File: config.mk
export PLATFORM = sky130hd
export DESIGN_NAME = config_store_and_load
export DESIGN_NICKNAME = d
export VERILOG_FILES = /design/src/cfg_pkg.sv /design/src/cfg_mem.sv /design/src/config_store_and_load.sv
export SDC_FILE = /design/constraint.sdc
export NUM_CORES = 2
export LEC_CHECK = 0
export ABC_AREA = 0
export ABC_CLOCK_PERIOD_IN_PS = 8900
export BUFFER_PORTS_ARGS = -buffer_cell sky130_fd_sc_hd__buf_2
export CAP_MARGIN = 20
export CORE_UTILIZATION = 45
export DETAILED_ROUTE_END_ITERATION = 6
export GPL_TIMING_DRIVEN = 1
export PLACE_DENSITY = 0.71
export SLEW_MARGIN = 40
export SYNTH_ARGS = -nofsm -noshare
export SYNTH_HDL_FRONTEND = slang
export SYNTH_SLANG_ARGS = --single-unit
export TNS_END_PERCENT = 50
File: constraint.sdc
create_clock -name i_mclk -period 8.9 [get_ports i_mclk]
set_clock_uncertainty 0.05 [all_clocks]
set_input_delay 0.89 -clock i_mclk [delete_from_list [all_inputs] [get_ports i_mclk]]
set_output_delay 0.89 -clock i_mclk [all_outputs]
set_load 0.05 [all_outputs]
File: src/cfg_pkg.sv
// Behaviour
// - With only factory contents and no user configuration every I/O pin stays high impedance and no sequencing or fault response runs.
// - Each configuration command from the management bus puts its value into the working RAM word of that command.
// - The host sends store-all after its parameters; the device then copies working RAM into data flash, with the header word first and the checksum last.
// - Values written into working RAM by bus commands act at once while the system keeps running.
// - Changes to pin functions are not guaranteed to act until the next reset.
// - A downloaded flash image goes straight into data flash, and the old configuration runs on until the next reset applies it.
// - A full image download is accepted during normal operation and needs no immediate reset.
// - A boundary-scan test access port of the 1149.1-1990 kind is provided.
// - Configuration cannot be programmed through the test port, only over the management bus.
// - After reset an initialisation of typically 40 ms runs with all I/O pins high impedance, then the stored configuration runs.
// - At power up a checksum over the stored configuration is checked, and a mismatch discards it, raises alert and sets a flag.
package cfg_pkg;
    localparam int CLK_HZ = 40_000_000;
    localparam int INIT_TIME_MS = 40;
    localparam int INIT_CYCLES_DFLT = INIT_TIME_MS * (CLK_HZ / 1000);
    localparam int CFG_AW_DFLT = 6;
    localparam int CFG_DW_DFLT = 16;
    localparam int HDR_ADDR = 0;
    localparam int PINFN_LO = 1;
    localparam int PINFN_HI = 8;
    localparam logic [15:0] CFG_MAGIC = 16'h5a3c;
    localparam logic [1:0] IR_CAPTURE = 2'h1;
    localparam logic [1:0] IR_BYPASS = 2'h3;

    typedef enum logic [2:0] {
        ST_LOAD = 3'h0,
        ST_CHECK = 3'h1,
        ST_CLEAR = 3'h2,
        ST_WAIT = 3'h3,
        ST_IDLE = 3'h4,
        ST_STORE = 3'h5
    } eng_t;

    typedef enum logic [3:0] {
        TAP_RESET = 4'h0,
        TAP_IDLE = 4'h1,
        TAP_SEL_DR = 4'h2,
        TAP_CAP_DR = 4'h3,
        TAP_SH_DR = 4'h4,
        TAP_EX1_DR = 4'h5,
        TAP_PAU_DR = 4'h6,
        TAP_EX2_DR = 4'h7,
        TAP_UPD_DR = 4'h8,
        TAP_SEL_IR = 4'h9,
        TAP_CAP_IR = 4'ha,
        TAP_SH_IR = 4'hb,
        TAP_EX1_IR = 4'hc,
        TAP_PAU_IR = 4'hd,
        TAP_EX2_IR = 4'he,
        TAP_UPD_IR = 4'hf
    } tap_t;
endpackage

File: src/cfg_mem.sv
`timescale 1ns/1ps
module cfg_mem #(
    parameter int AW = 6,
    parameter int DW = 16
) (
    input wire logic i_mclk,
    input wire logic i_rst_n,
    input wire logic i_we,
    input wire logic [AW-1:0] i_waddr,
    input wire logic [DW-1:0] i_wdata,
    input wire logic [AW-1:0] i_raddr,
    output logic [DW-1:0] o_rdata
);
    logic [DW-1:0] mem [0:(1<<AW)-1];

    // Blank contents stand for the factory state; reset never touches them
    initial begin
        for (int i = 0; i < (1 << AW); i++) begin
            mem[i] = '0;
        end
    end

    always_ff @(posedge i_mclk) begin
        if (i_we) begin
            mem[i_waddr] <= i_wdata;
        end
    end

    always_ff @(posedge i_mclk or negedge i_rst_n) begin
        if (!i_rst_n) begin
            o_rdata <= '0;
        end else begin
            o_rdata <= mem[i_raddr];
        end
    end
endmodule

File: src/config_store_and_load.sv
`timescale 1ns/1ps
module config_store_and_load
    import cfg_pkg::*;
#(
    parameter int AW = CFG_AW_DFLT,
    parameter int DW = CFG_DW_DFLT,
    parameter int INIT_CYCLES = INIT_CYCLES_DFLT
) (
    input wire logic i_mclk,
    input wire logic i_rst_n,
    input wire logic i_param_wr,
    input wire logic [AW-1:0] i_param_addr,
    input wire logic [DW-1:0] i_param_data,
    input wire logic i_store_all,
    input wire logic i_img_wr,
    input wire logic [AW-1:0] i_img_addr,
    input wire logic [DW-1:0] i_img_data,
    input wire logic [AW-1:0] i_cfg_rd_addr,
    output logic [DW-1:0] o_cfg_rd_data,
    output logic o_busy,
    output logic o_store_done,
    output logic o_run,
    output logic o_pins_hiz,
    output logic o_alert,
    output logic o_cfg_bad,
    output logic o_reset_needed,
    input wire logic i_tck,
    input wire logic i_tms,
    input wire logic i_tdi,
    output logic o_tdo,
    output logic o_tdo_oe
);
    localparam logic [AW-1:0] LAST = {AW{1'b1}};
    localparam logic [AW-1:0] HDR = AW'(HDR_ADDR);
    localparam logic [AW-1:0] PIN_LO = AW'(PINFN_LO);
    localparam logic [AW-1:0] PIN_HI = AW'(PINFN_HI);
    localparam logic [DW-1:0] MAGIC = DW'(CFG_MAGIC);
    localparam int TW = $clog2(INIT_CYCLES + 1);
    localparam logic [TW-1:0] INIT_LAST = TW'(INIT_CYCLES - 1);
    localparam int STORE_MAX = (1 << AW) + 3;

    if (DW < 16 || AW < 4 || PINFN_HI >= (1 << AW) || INIT_CYCLES < 1)
    begin : g_bad_params
        $error("config_store_and_load: unsupported parameter values");
    end

    eng_t state;
    logic [AW-1:0] idx;
    logic issue_done;
    logic rd_vld;
    logic [AW-1:0] rd_idx;
    logic [DW-1:0] sum;
    logic [DW-1:0] chk;
    logic magic_ok;
    logic configured;
    logic [TW-1:0] timer;
    logic timer_done;
    logic ram_we;
    logic [AW-1:0] ram_waddr;
    logic [DW-1:0] ram_wdata;
    logic [AW-1:0] ram_raddr;
    logic [DW-1:0] ram_rdata;
    logic flash_we;
    logic [AW-1:0] flash_waddr;
    logic [DW-1:0] flash_wdata;
    logic [DW-1:0] flash_rdata;
    logic param_ok;
    logic img_ok;

    assign param_ok = i_param_wr && state == ST_IDLE;
    assign img_ok = i_img_wr && state == ST_IDLE;
    assign o_busy = state != ST_IDLE;
    assign ram_raddr = (state == ST_STORE) ? idx : i_cfg_rd_addr;
    assign o_cfg_rd_data = ram_rdata;

    cfg_mem #(.AW(AW), .DW(DW)) u_ram (
        .i_mclk(i_mclk),
        .i_rst_n(i_rst_n),
        .i_we(ram_we),
        .i_waddr(ram_waddr),
        .i_wdata(ram_wdata),
        .i_raddr(ram_raddr),
        .o_rdata(ram_rdata)
    );

    cfg_mem #(.AW(AW), .DW(DW)) u_flash (
        .i_mclk(i_mclk),
        .i_rst_n(i_rst_n),
        .i_we(flash_we),
        .i_waddr(flash_waddr),
        .i_wdata(flash_wdata),
        .i_raddr(idx),
        .o_rdata(flash_rdata)
    );

    // Working RAM port: loader, clear, then bus commands
    always_comb begin
        ram_we = 1'b0;
        ram_waddr = i_param_addr;
        ram_wdata = i_param_data;
        if (state == ST_LOAD && rd_vld) begin
            ram_we = 1'b1;
            ram_waddr = rd_idx;
            ram_wdata = flash_rdata;
        end else if (state == ST_CLEAR) begin
            ram_we = 1'b1;
            ram_waddr = idx;
            ram_wdata = '0;
        end else if (param_ok) begin
            ram_we = 1'b1;
        end
    end

    // Image writes reach flash only, never RAM
    always_comb begin
        flash_we = 1'b0;
        flash_waddr = i_img_addr;
        flash_wdata = i_img_data;
        if (state == ST_STORE && rd_vld) begin
            flash_we = 1'b1;
            flash_waddr = rd_idx;
            if (rd_idx == HDR) begin
                flash_wdata = MAGIC;
            end else if (rd_idx == LAST) begin
                flash_wdata = sum;
            end else begin
                flash_wdata = ram_rdata;
            end
        end else if (img_ok) begin
            flash_we = 1'b1;
        end
    end

    always_ff @(posedge i_mclk or negedge i_rst_n) begin
        if (!i_rst_n) begin
            timer <= '0;
            timer_done <= 1'b0;
        end else if (!timer_done) begin
            timer <= timer + 1'b1;
            timer_done <= timer == INIT_LAST;
        end
    end

    always_ff @(posedge i_mclk or negedge i_rst_n) begin
        if (!i_rst_n) begin
            state <= ST_LOAD;
            idx <= '0;
            issue_done <= 1'b0;
            rd_vld <= 1'b0;
            rd_idx <= '0;
            sum <= '0;
            chk <= '0;
            magic_ok <= 1'b0;
        end else begin
            case (state)
                ST_LOAD, ST_STORE: begin
                    rd_vld <= !issue_done;
                    rd_idx <= idx;
                    if (!issue_done) begin
                        if (idx == LAST) begin
                            issue_done <= 1'b1;
                        end else begin
                            idx <= idx + 1'b1;
                        end
                    end
                    if (rd_vld && state == ST_LOAD) begin
                        if (rd_idx == HDR) begin
                            magic_ok <= flash_rdata == MAGIC;
                        end
                        if (rd_idx == LAST) begin
                            chk <= flash_rdata;
                            state <= ST_CHECK;
                        end else begin
                            sum <= sum + flash_rdata;
                        end
                    end
                    if (rd_vld && state == ST_STORE) begin
                        if (rd_idx == LAST) begin
                            state <= ST_IDLE;
                        end else begin
                            sum <= sum + flash_wdata;
                        end
                    end
                end
                ST_CHECK: begin
                    idx <= '0;
                    rd_vld <= 1'b0;
                    state <= (sum != chk) ? ST_CLEAR : ST_WAIT;
                end
                ST_CLEAR: begin
                    if (idx == LAST) begin
                        state <= ST_WAIT;
                    end else begin
                        idx <= idx + 1'b1;
                    end
                end
                ST_WAIT: begin
                    if (timer_done) begin
                        state <= ST_IDLE;
                    end
                end
                ST_IDLE: begin
                    if (i_store_all) begin
                        state <= ST_STORE;
                        idx <= '0;
                        issue_done <= 1'b0;
                        rd_vld <= 1'b0;
                        sum <= '0;
                    end
                end
                default: begin
                    state <= ST_IDLE;
                end
            endcase
        end
    end

    always_ff @(posedge i_mclk or negedge i_rst_n) begin
        if (!i_rst_n) begin
            configured <= 1'b0;
            o_cfg_bad <= 1'b0;
            o_alert <= 1'b0;
            o_reset_needed <= 1'b0;
            o_run <= 1'b0;
            o_pins_hiz <= 1'b1;
            o_store_done <= 1'b0;
        end else begin
            if (state == ST_CHECK) begin
                configured <= magic_ok && sum == chk;
                o_cfg_bad <= sum != chk;
                o_alert <= sum != chk;
            end
            // Pin roles are latched by the outside logic only at start-up
            if (param_ok && i_param_addr >= PIN_LO &&
                i_param_addr <= PIN_HI) begin
                o_reset_needed <= 1'b1;
            end
            // Keeps running through store-all and image download
            o_run <= configured && (state == ST_IDLE || state == ST_STORE);
            o_pins_hiz <= !(configured &&
                (state == ST_IDLE || state == ST_STORE));
            o_store_done <= state == ST_STORE && rd_vld && rd_idx == LAST;
        end
    end

    // Test port: pins sampled through three stages, no path to config
    logic [2:0] tck_s;
    logic [2:0] tms_s;
    logic [2:0] tdi_s;
    logic tck_lvl;
    logic tck_rise;
    logic tck_fall;
    tap_t tap;
    tap_t next_tap;
    logic [1:0] ir;
    logic [1:0] ir_sh;
    logic byp;

    always_ff @(posedge i_mclk or negedge i_rst_n) begin
        if (!i_rst_n) begin
            tck_s <= '0;
            tms_s <= 3'h7;
            tdi_s <= '0;
            tck_lvl <= 1'b0;
        end else begin
            tck_s <= {tck_s[1:0], i_tck};
            tms_s <= {tms_s[1:0], i_tms};
            tdi_s <= {tdi_s[1:0], i_tdi};
            if (tck_s[1] == tck_s[2]) begin
                tck_lvl <= tck_s[2];
            end
        end
    end

    assign tck_rise = tck_s[1] == tck_s[2] && tck_s[2] && !tck_lvl;
    assign tck_fall = tck_s[1] == tck_s[2] && !tck_s[2] && tck_lvl;

    always_comb begin
        case (tap)
            TAP_RESET: next_tap = tms_s[2] ? TAP_RESET : TAP_IDLE;
            TAP_IDLE: next_tap = tms_s[2] ? TAP_SEL_DR : TAP_IDLE;
            TAP_SEL_DR: next_tap = tms_s[2] ? TAP_SEL_IR : TAP_CAP_DR;
            TAP_CAP_DR: next_tap = tms_s[2] ? TAP_EX1_DR : TAP_SH_DR;
            TAP_SH_DR: next_tap = tms_s[2] ? TAP_EX1_DR : TAP_SH_DR;
            TAP_EX1_DR: next_tap = tms_s[2] ? TAP_UPD_DR : TAP_PAU_DR;
            TAP_PAU_DR: next_tap = tms_s[2] ? TAP_EX2_DR : TAP_PAU_DR;
            TAP_EX2_DR: next_tap = tms_s[2] ? TAP_UPD_DR : TAP_SH_DR;
            TAP_UPD_DR: next_tap = tms_s[2] ? TAP_SEL_DR : TAP_IDLE;
            TAP_SEL_IR: next_tap = tms_s[2] ? TAP_RESET : TAP_CAP_IR;
            TAP_CAP_IR: next_tap = tms_s[2] ? TAP_EX1_IR : TAP_SH_IR;
            TAP_SH_IR: next_tap = tms_s[2] ? TAP_EX1_IR : TAP_SH_IR;
            TAP_EX1_IR: next_tap = tms_s[2] ? TAP_UPD_IR : TAP_PAU_IR;
            TAP_PAU_IR: next_tap = tms_s[2] ? TAP_EX2_IR : TAP_PAU_IR;
            TAP_EX2_IR: next_tap = tms_s[2] ? TAP_UPD_IR : TAP_SH_IR;
            TAP_UPD_IR: next_tap = tms_s[2] ? TAP_SEL_DR : TAP_IDLE;
            default: next_tap = TAP_RESET;
        endcase
    end

    // Every instruction selects the one-bit bypass path
    always_ff @(posedge i_mclk or negedge i_rst_n) begin
        if (!i_rst_n) begin
            tap <= TAP_RESET;
            ir <= IR_BYPASS;
            ir_sh <= IR_CAPTURE;
            byp <= 1'b0;
            o_tdo <= 1'b0;
            o_tdo_oe <= 1'b0;
        end else begin
            if (tck_rise) begin
                tap <= next_tap;
                case (tap)
                    TAP_RESET: ir <= IR_BYPASS;
                    TAP_CAP_IR: ir_sh <= IR_CAPTURE;
                    TAP_SH_IR: ir_sh <= {tdi_s[2], ir_sh[1]};
                    TAP_UPD_IR: ir <= ir_sh;
                    TAP_CAP_DR: byp <= 1'b0;
                    TAP_SH_DR: byp <= tdi_s[2];
                    default: byp <= byp;
                endcase
            end
            if (tck_fall) begin
                o_tdo <= (tap == TAP_SH_IR) ? ir_sh[0] : byp;
                o_tdo_oe <= tap == TAP_SH_IR || tap == TAP_SH_DR;
            end
        end
    end
endmodule

# Word-level counts from Yosys, hierarchy flattened
# Memory sizes are Yosys's and may differ from the RTL's. A register that Yosys moved wholly into a read port is not among the register bits.
# Index checks and enable logic that the tools add are counted.
[totals]
ff_bits = 97
mem_bits_rw = 2048
input_bits = 58
output_inout_bits = 25
elab_cells = 165
mem_count = 2
[classes]
n_addsub = 4
magnitude_cmp = 2
n_eq_ne = 32
n_mux = 59
reduce_logical = 41
[mem_list]
columns = ["memory", "depth", "width", "read_ports", "rd_ports_with_merged_regs", "write_ports", "line", "rtl"]
rows = [
  ["u_flash.mem", 64, 16, 1, 1, 1, "cfg_mem.sv:14", "logic [DW-1:0] mem [0:(1<<AW)-1];"],
  ["u_ram.mem", 64, 16, 1, 1, 1, "cfg_mem.sv:14", ""],
]
[ops]
columns = ["op", "count"]
rows = [
  ["16-bit two-way mux", 10],
  ["4-bit one-hot mux with 12 select lines", 1],
  ["6-bit two-way mux", 7],
  ["16-bit adder", 2],
  ["4-bit == test, second input constant", 8],
  ["16-bit one-hot mux with 2 select lines", 1],
  ["3-bit two-way mux", 9],
  ["6-bit one-hot mux with 4 select lines", 1],
  ["21-bit by 1-bit adder with 21-bit output, second input constant", 1],
  ["21-bit == test, second input constant", 1],
  ["1-bit two-way mux", 18],
  ["16-bit by 15-bit == test with 1-bit output, second input constant", 1],
  ["16-bit == test", 1],
  ["4-bit by 3-bit == test with 1-bit output, second input constant", 4],
  ["4-bit two-way mux", 4],
  ["16-bit != test", 1],
  ["3-bit one-hot mux with 5 select lines", 1],
  ["1-bit logical AND", 13],
  ["6-bit == test, second input constant", 2],
  ["3-bit AND reduction", 4],
  ["4-bit by 2-bit == test with 1-bit output, second input constant", 2],
  ["2-bit AND reduction", 4],
  ["6-bit by 1-bit adder with 6-bit output, second input constant", 1],
  ["3-bit by 2-bit == test with 1-bit output, second input constant", 2],
  ["23 further kinds", 39],
]

# Depth between registers and ports, before layout
[depth]
ltp_word = 8
mapped_depth = 21
ltp_nobuf = 15

# By module
# A second synthesis with hierarchy kept.
[unflattened]
hier_cells = 4483
hier_area_um2 = 87182.4
[by_module_without_submodules]
columns = ["mod", "n_inst", "cells_per_inst", "area_each_um2", "seq_area_each_um2"]
rows = [
  ["cfg_mem", 2, 1830, 40106.0, 31149.9],
  ["config_store_and_load", 1, 823, 6970.4, 2433.6],
]

# Least setup slack after synthesis
# No wires, ideal clock.
[synth_path]
kind = "reg2reg"
start = "reg state[1]"
end = "reg sum[14]"
setup_time_ns = 0.145
t_arrival_ns = 6.402
t_required_ns = 8.705
path_slack_ns = 2.302
stages_incl_launch_ff = 20
n_path_buf = 4
synth_period_minus_slack_ns = 6.598
cell_sequence = "dfrtp_1 -> buf_4 -> nand3b_1 -> buf_4 -> clkbuf_1 -> nor2_1 -> nand2_1 -> clkbuf_1 -> o21ai_0 -> ha_1 -> inv_1 -> fa_1 -> nand3b_1 -> a21oi_1 -> a221oi_1 -> nor2b_1 -> o21ai_0 -> a31o_2 -> xnor2_1 -> o221ai_1"
[synth_between]
elab_chain_len = 7
word_cells_on_any_way = 15
cone_classes = "add/sub: 1; eq/ne: 3; mux: 5; reduce/logical: 6"
[synth_lines]
columns = ["item", "line", "rtl"]
rows = [
  ["from (decl)", "config_store_and_load.sv:47", "eng_t state;"],
  ["from (signal assigned)", "config_store_and_load.sv:188", "state <= (sum != chk) ? ST_CLEAR : ST_WAIT;"],
  ["3-bit == test", "config_store_and_load.sv:119", "if (state == ST_STORE && rd_vld) begin"],
  ["1-bit logical AND", "config_store_and_load.sv:119", ""],
  ["16-bit two-way mux", "config_store_and_load.sv:119", ""],
  ["via flash_wdata[0]", "config_store_and_load.sv:65", "logic [DW-1:0] flash_wdata;"],
  ["16-bit adder", "config_store_and_load.sv:181", "sum <= sum + flash_wdata;"],
  ["16-bit two-way mux", "config_store_and_load.sv:178", "if (rd_idx == LAST) begin"],
  ["16-bit two-way mux", "config_store_and_load.sv:177", "if (rd_vld && state == ST_STORE) begin"],
  ["16-bit one-hot mux with 2 select lines", "config_store_and_load.sv:155", "case (state)"],
  ["to (signal assigned)", "config_store_and_load.sv:174", "sum <= sum + flash_rdata;"],
  ["to (signal assigned)", "config_store_and_load.sv:181", ""],
  ["to (decl)", "config_store_and_load.sv:52", "logic [DW-1:0] sum;"],
]
# The timed path passes the listed nets, and every way through them passes these cells.
# A chain may end at the register's enable or synchronous reset.

# Worst setup path after layout
[layout_path]
start = "reg state[2]"
end = "reg sum[15]"
# Same word-level chain as after synthesis.

==> impl_metrics.env <==
export IMPL_final_cell_mix="2048 x edfxtp_1, 592 x mux4_2, 206 x clkbuf_16"
export IMPL_cts_sinks=2177
export IMPL_drc=1
export IMPL_antenna_found_initial=33
export IMPL_fin_ws_ns=3.56
export IMPL_routedWlPerCell_um=30.6
export IMPL_synthArstFlopShare_pct=5.93
export IMPL_numPlacedInstances=6592
export IMPL_num_rows=159
export IMPL_initial_core_util_pct=45.4
export IMPL_num_io_pins=83
export IMPL_synth_warnings=0
export IMPL_post_cts_setup_buffers=0
export IMPL_min_period_ns=5.34
export IMPL_maxCapViolations=0
export IMPL_grt_max_degree=137
export IMPL_die_y_um=437
export IMPL_fin_setup_tns_ns=0
export IMPL_core_area_um2=188000
export IMPL_r2r_start="state[2]"
export IMPL_final_cell_area_um2=97000
export IMPL_clockBufferDepth=3
export IMPL_startpoint="state[2]"
export IMPL_max_freq_mhz=187
export IMPL_avgSynthCellArea_um2=21.3
export IMPL_synth_edf_count=2048
export IMPL_yosys_register_bits=2177
export IMPL_drt_met1_wl_um=81300
export IMPL_dr_wl_met2_um=103000
export IMPL_die_area_um2=191000
export IMPL_final_util_pct=51.6
export IMPL_drt_iter0_markers=5804
export IMPL_cts_root_buf="clkbuf_16"
export IMPL_vias=43000
export IMPL_vias_per_cell=6.13
export IMPL_grt_overflow=0
export IMPL_highest_signal_layer="met4"
export IMPL_placement_io_buffers=82
export IMPL_worst_ep_arrival_time_ns=6.02
export IMPL_nets=4406
export IMPL_relSlewSlack_pct=39.2
export IMPL_drive_above_1_share_pct=28.2
export IMPL_grt_use_total_pct=22.4
export IMPL_p_leak_nw=28.7
export IMPL_drt_wl_total_um=215000
export IMPL_gp_congestion=0.963
export IMPL_grt_pass1_wl_um=308000
export IMPL_cp_start_kind="flop"
export IMPL_setup_violations=0
export IMPL_hp_class="primary input to flop"
export IMPL_cp_end_kind="flop"
export IMPL_ant_nets=0
export IMPL_numCtsBuffers=204
export IMPL_drv_slew=0
export IMPL_place_area_um2=90000
export IMPL_instances_no_fill=7008
export IMPL_ys_flop_type="edfxtp_1"
export IMPL_syn_area_um2=85300
export IMPL_hold_path_startpoint="i_tms"
export IMPL_wl_met3_um=19200
export IMPL_rsz0062_at_grt="false"
export IMPL_hold_viol_final=0
export IMPL_dr_pass1_iters=7
export IMPL_cp_max_fo=66
export IMPL_clkTransAtPathRegs_ns=0.07
export IMPL_grt_pass1_vias=42400
export IMPL_powerDensity_nw_per_um2=213
export IMPL_clk_latency_ns=0.87
export IMPL_period_share_pct=60.0
export IMPL_outcome="finished, violations left"
export IMPL_die_x_um=437
export IMPL_cts_tree="yes"
export IMPL_synth_seq_area_share_pct=75.9
export IMPL_syn_inst=4007
export IMPL_required_ns=9.58
export IMPL_tightest_slew_ns=0.912
export IMPL_violations="DRC"
export IMPL_final_common_cell="edfxtp_1"
export IMPL_ir_drop_v=0.000175
export IMPL_dp_hpwl_um=129000
export IMPL_syn_nets=4103
export IMPL_post_place_ws_ns=2.95
export IMPL_synth_cell_type_count=65
export IMPL_syn2layout_area_growth_pct=13.8
export IMPL_path_class="flop to flop"
export IMPL_htreeDepth=4
[synthesized netlist by cell type (6+ instances only)]
master | instances | area, µm²
or3_1 | 10 | 62.6
buf_1 | 44 | 165
xor2_1 | 17 | 149
a21oi_1 | 59 | 295
nor2b_1 | 7 | 43.8
nor3_1 | 14 | 70.1
and3_1 | 6 | 37.5
buf_2 | 46 | 230
ha_1 | 36 | 450
edfxtp_1 | 2048 | 61500
mux4_2 | 592 | 13300
buf_4 | 14 | 105
nand4_1 | 45 | 282
mux2i_1 | 18 | 180
nor2_1 | 202 | 758
clkbuf_1 | 91 | 342
o22ai_1 | 6 | 37.5
a22oi_1 | 129 | 968
mux2_2 | 18 | 203
nand3b_1 | 15 | 113
nand3_1 | 32 | 160
xnor2_1 | 46 | 403
nand2_1 | 151 | 567
dfrtp_1 | 124 | 3100
a31oi_1 | 20 | 125
inv_1 | 22 | 82.6
or2_1 | 16 | 100
o21ai_0 | 57 | 285
a21o_1 | 12 | 90.1
a22o_1 | 19 | 166
[registers in the layout, summed over array words and instances (netlist names), 4 cells and up]
| register | cells |
|---|---|
| chk | 16 |
| sum | 16 |
| u_ram.o_rdata | 16 |
| idx | 6 |
| u_flash.mem | 1024 |
| u_flash.o_rdata | 16 |
| tap | 4 |
| timer | 21 |
| rd_idx | 6 |
| u_ram.mem | 1024 |
[final cells by class]
class | instances | area, µm²
fill | 14300 | 91000
sequential | 2177 | 64700
multi-input combinational | 1613 | 19900
clock buffer | 271 | 5480
tap | 2495 | 3120
timing repair buffer | 292 | 2220
clock inverter | 116 | 1390
inverter | 22 | 82.6
antenna | 22 | 55.1
[worst max-delay path: stages, from the launching register on]
cell and delay [ns]:
dfrtp_1 0.69, nand3b_1 0.39, or2_2 0.65, nor2_1 0.68
a31oi_4 0.15, buf_4 0.37, ha_1 0.33, a2111oi_0 0.35
o21ai_0 0.27, nor4bb_1 0.22, o41ai_1 0.45, mux2i_1 0.25
a31oi_1 0.07, a21oi_1 0.19, mux2i_1 0.09
[what timing repair did]
item,CTS,global route
gates resized for setup,0,0
hold endpoints to repair,12,0
endpoints found under the setup margin,0,0
hold buffers,1,0
[through the flow]
stage               hold slack [ns]  total power, mW
floorplan                     0.281             11.7
global placement              0.282             12.0
detailed placement            0.286             12.0
CTS                          0.0403             20.8
global route                 0.0642             21.2
finish                       0.0960             20.7
[worst paths after layout]
path,to,slack (ns),cells after the start
worst max-delay path,sum[15],3.56,14
worst min-delay path,tms_s[0],0.1,1
worst max register to register,sum[15],3.56,14
worst min register to register,tdi_s[1],0.30,0
max in group asynchronous,idx[0],7.01,4
min in group asynchronous,tap[0],0.41,2
[where the power goes]
group / switching, mW / internal (mW) / total [mW]
registers: 0.0759 / 11.1 / 11.2
clock network: 3.82 / 5.07 / 8.89
logic: 0.384 / 0.172 / 0.556
[layer usage]
metal  up-vias  GRT usage [%]
li1      17400              -
met4         0           10.5
met1     22800           30.6
met5         -              0
met3       412           4.09
met2      2335           35.2
[kinds of logic (layout without fill, tap and decap cells)]
group                      Yosys count  in the layout  share of synthesized area, %
AOI/OAI and AO/OA                  357            357                          2.85
other                                0             22                             0
and+or+nand+nor                    526            526                          2.81
xor gates and xnor gates            63             63                         0.647
muxes                              629            629                          16.1
DFF                               2177           2177                          75.9
buffers and inverters              217            701                          1.08
adders and majority gates           38             38                         0.575
Power figures use the tool's default switching activity.
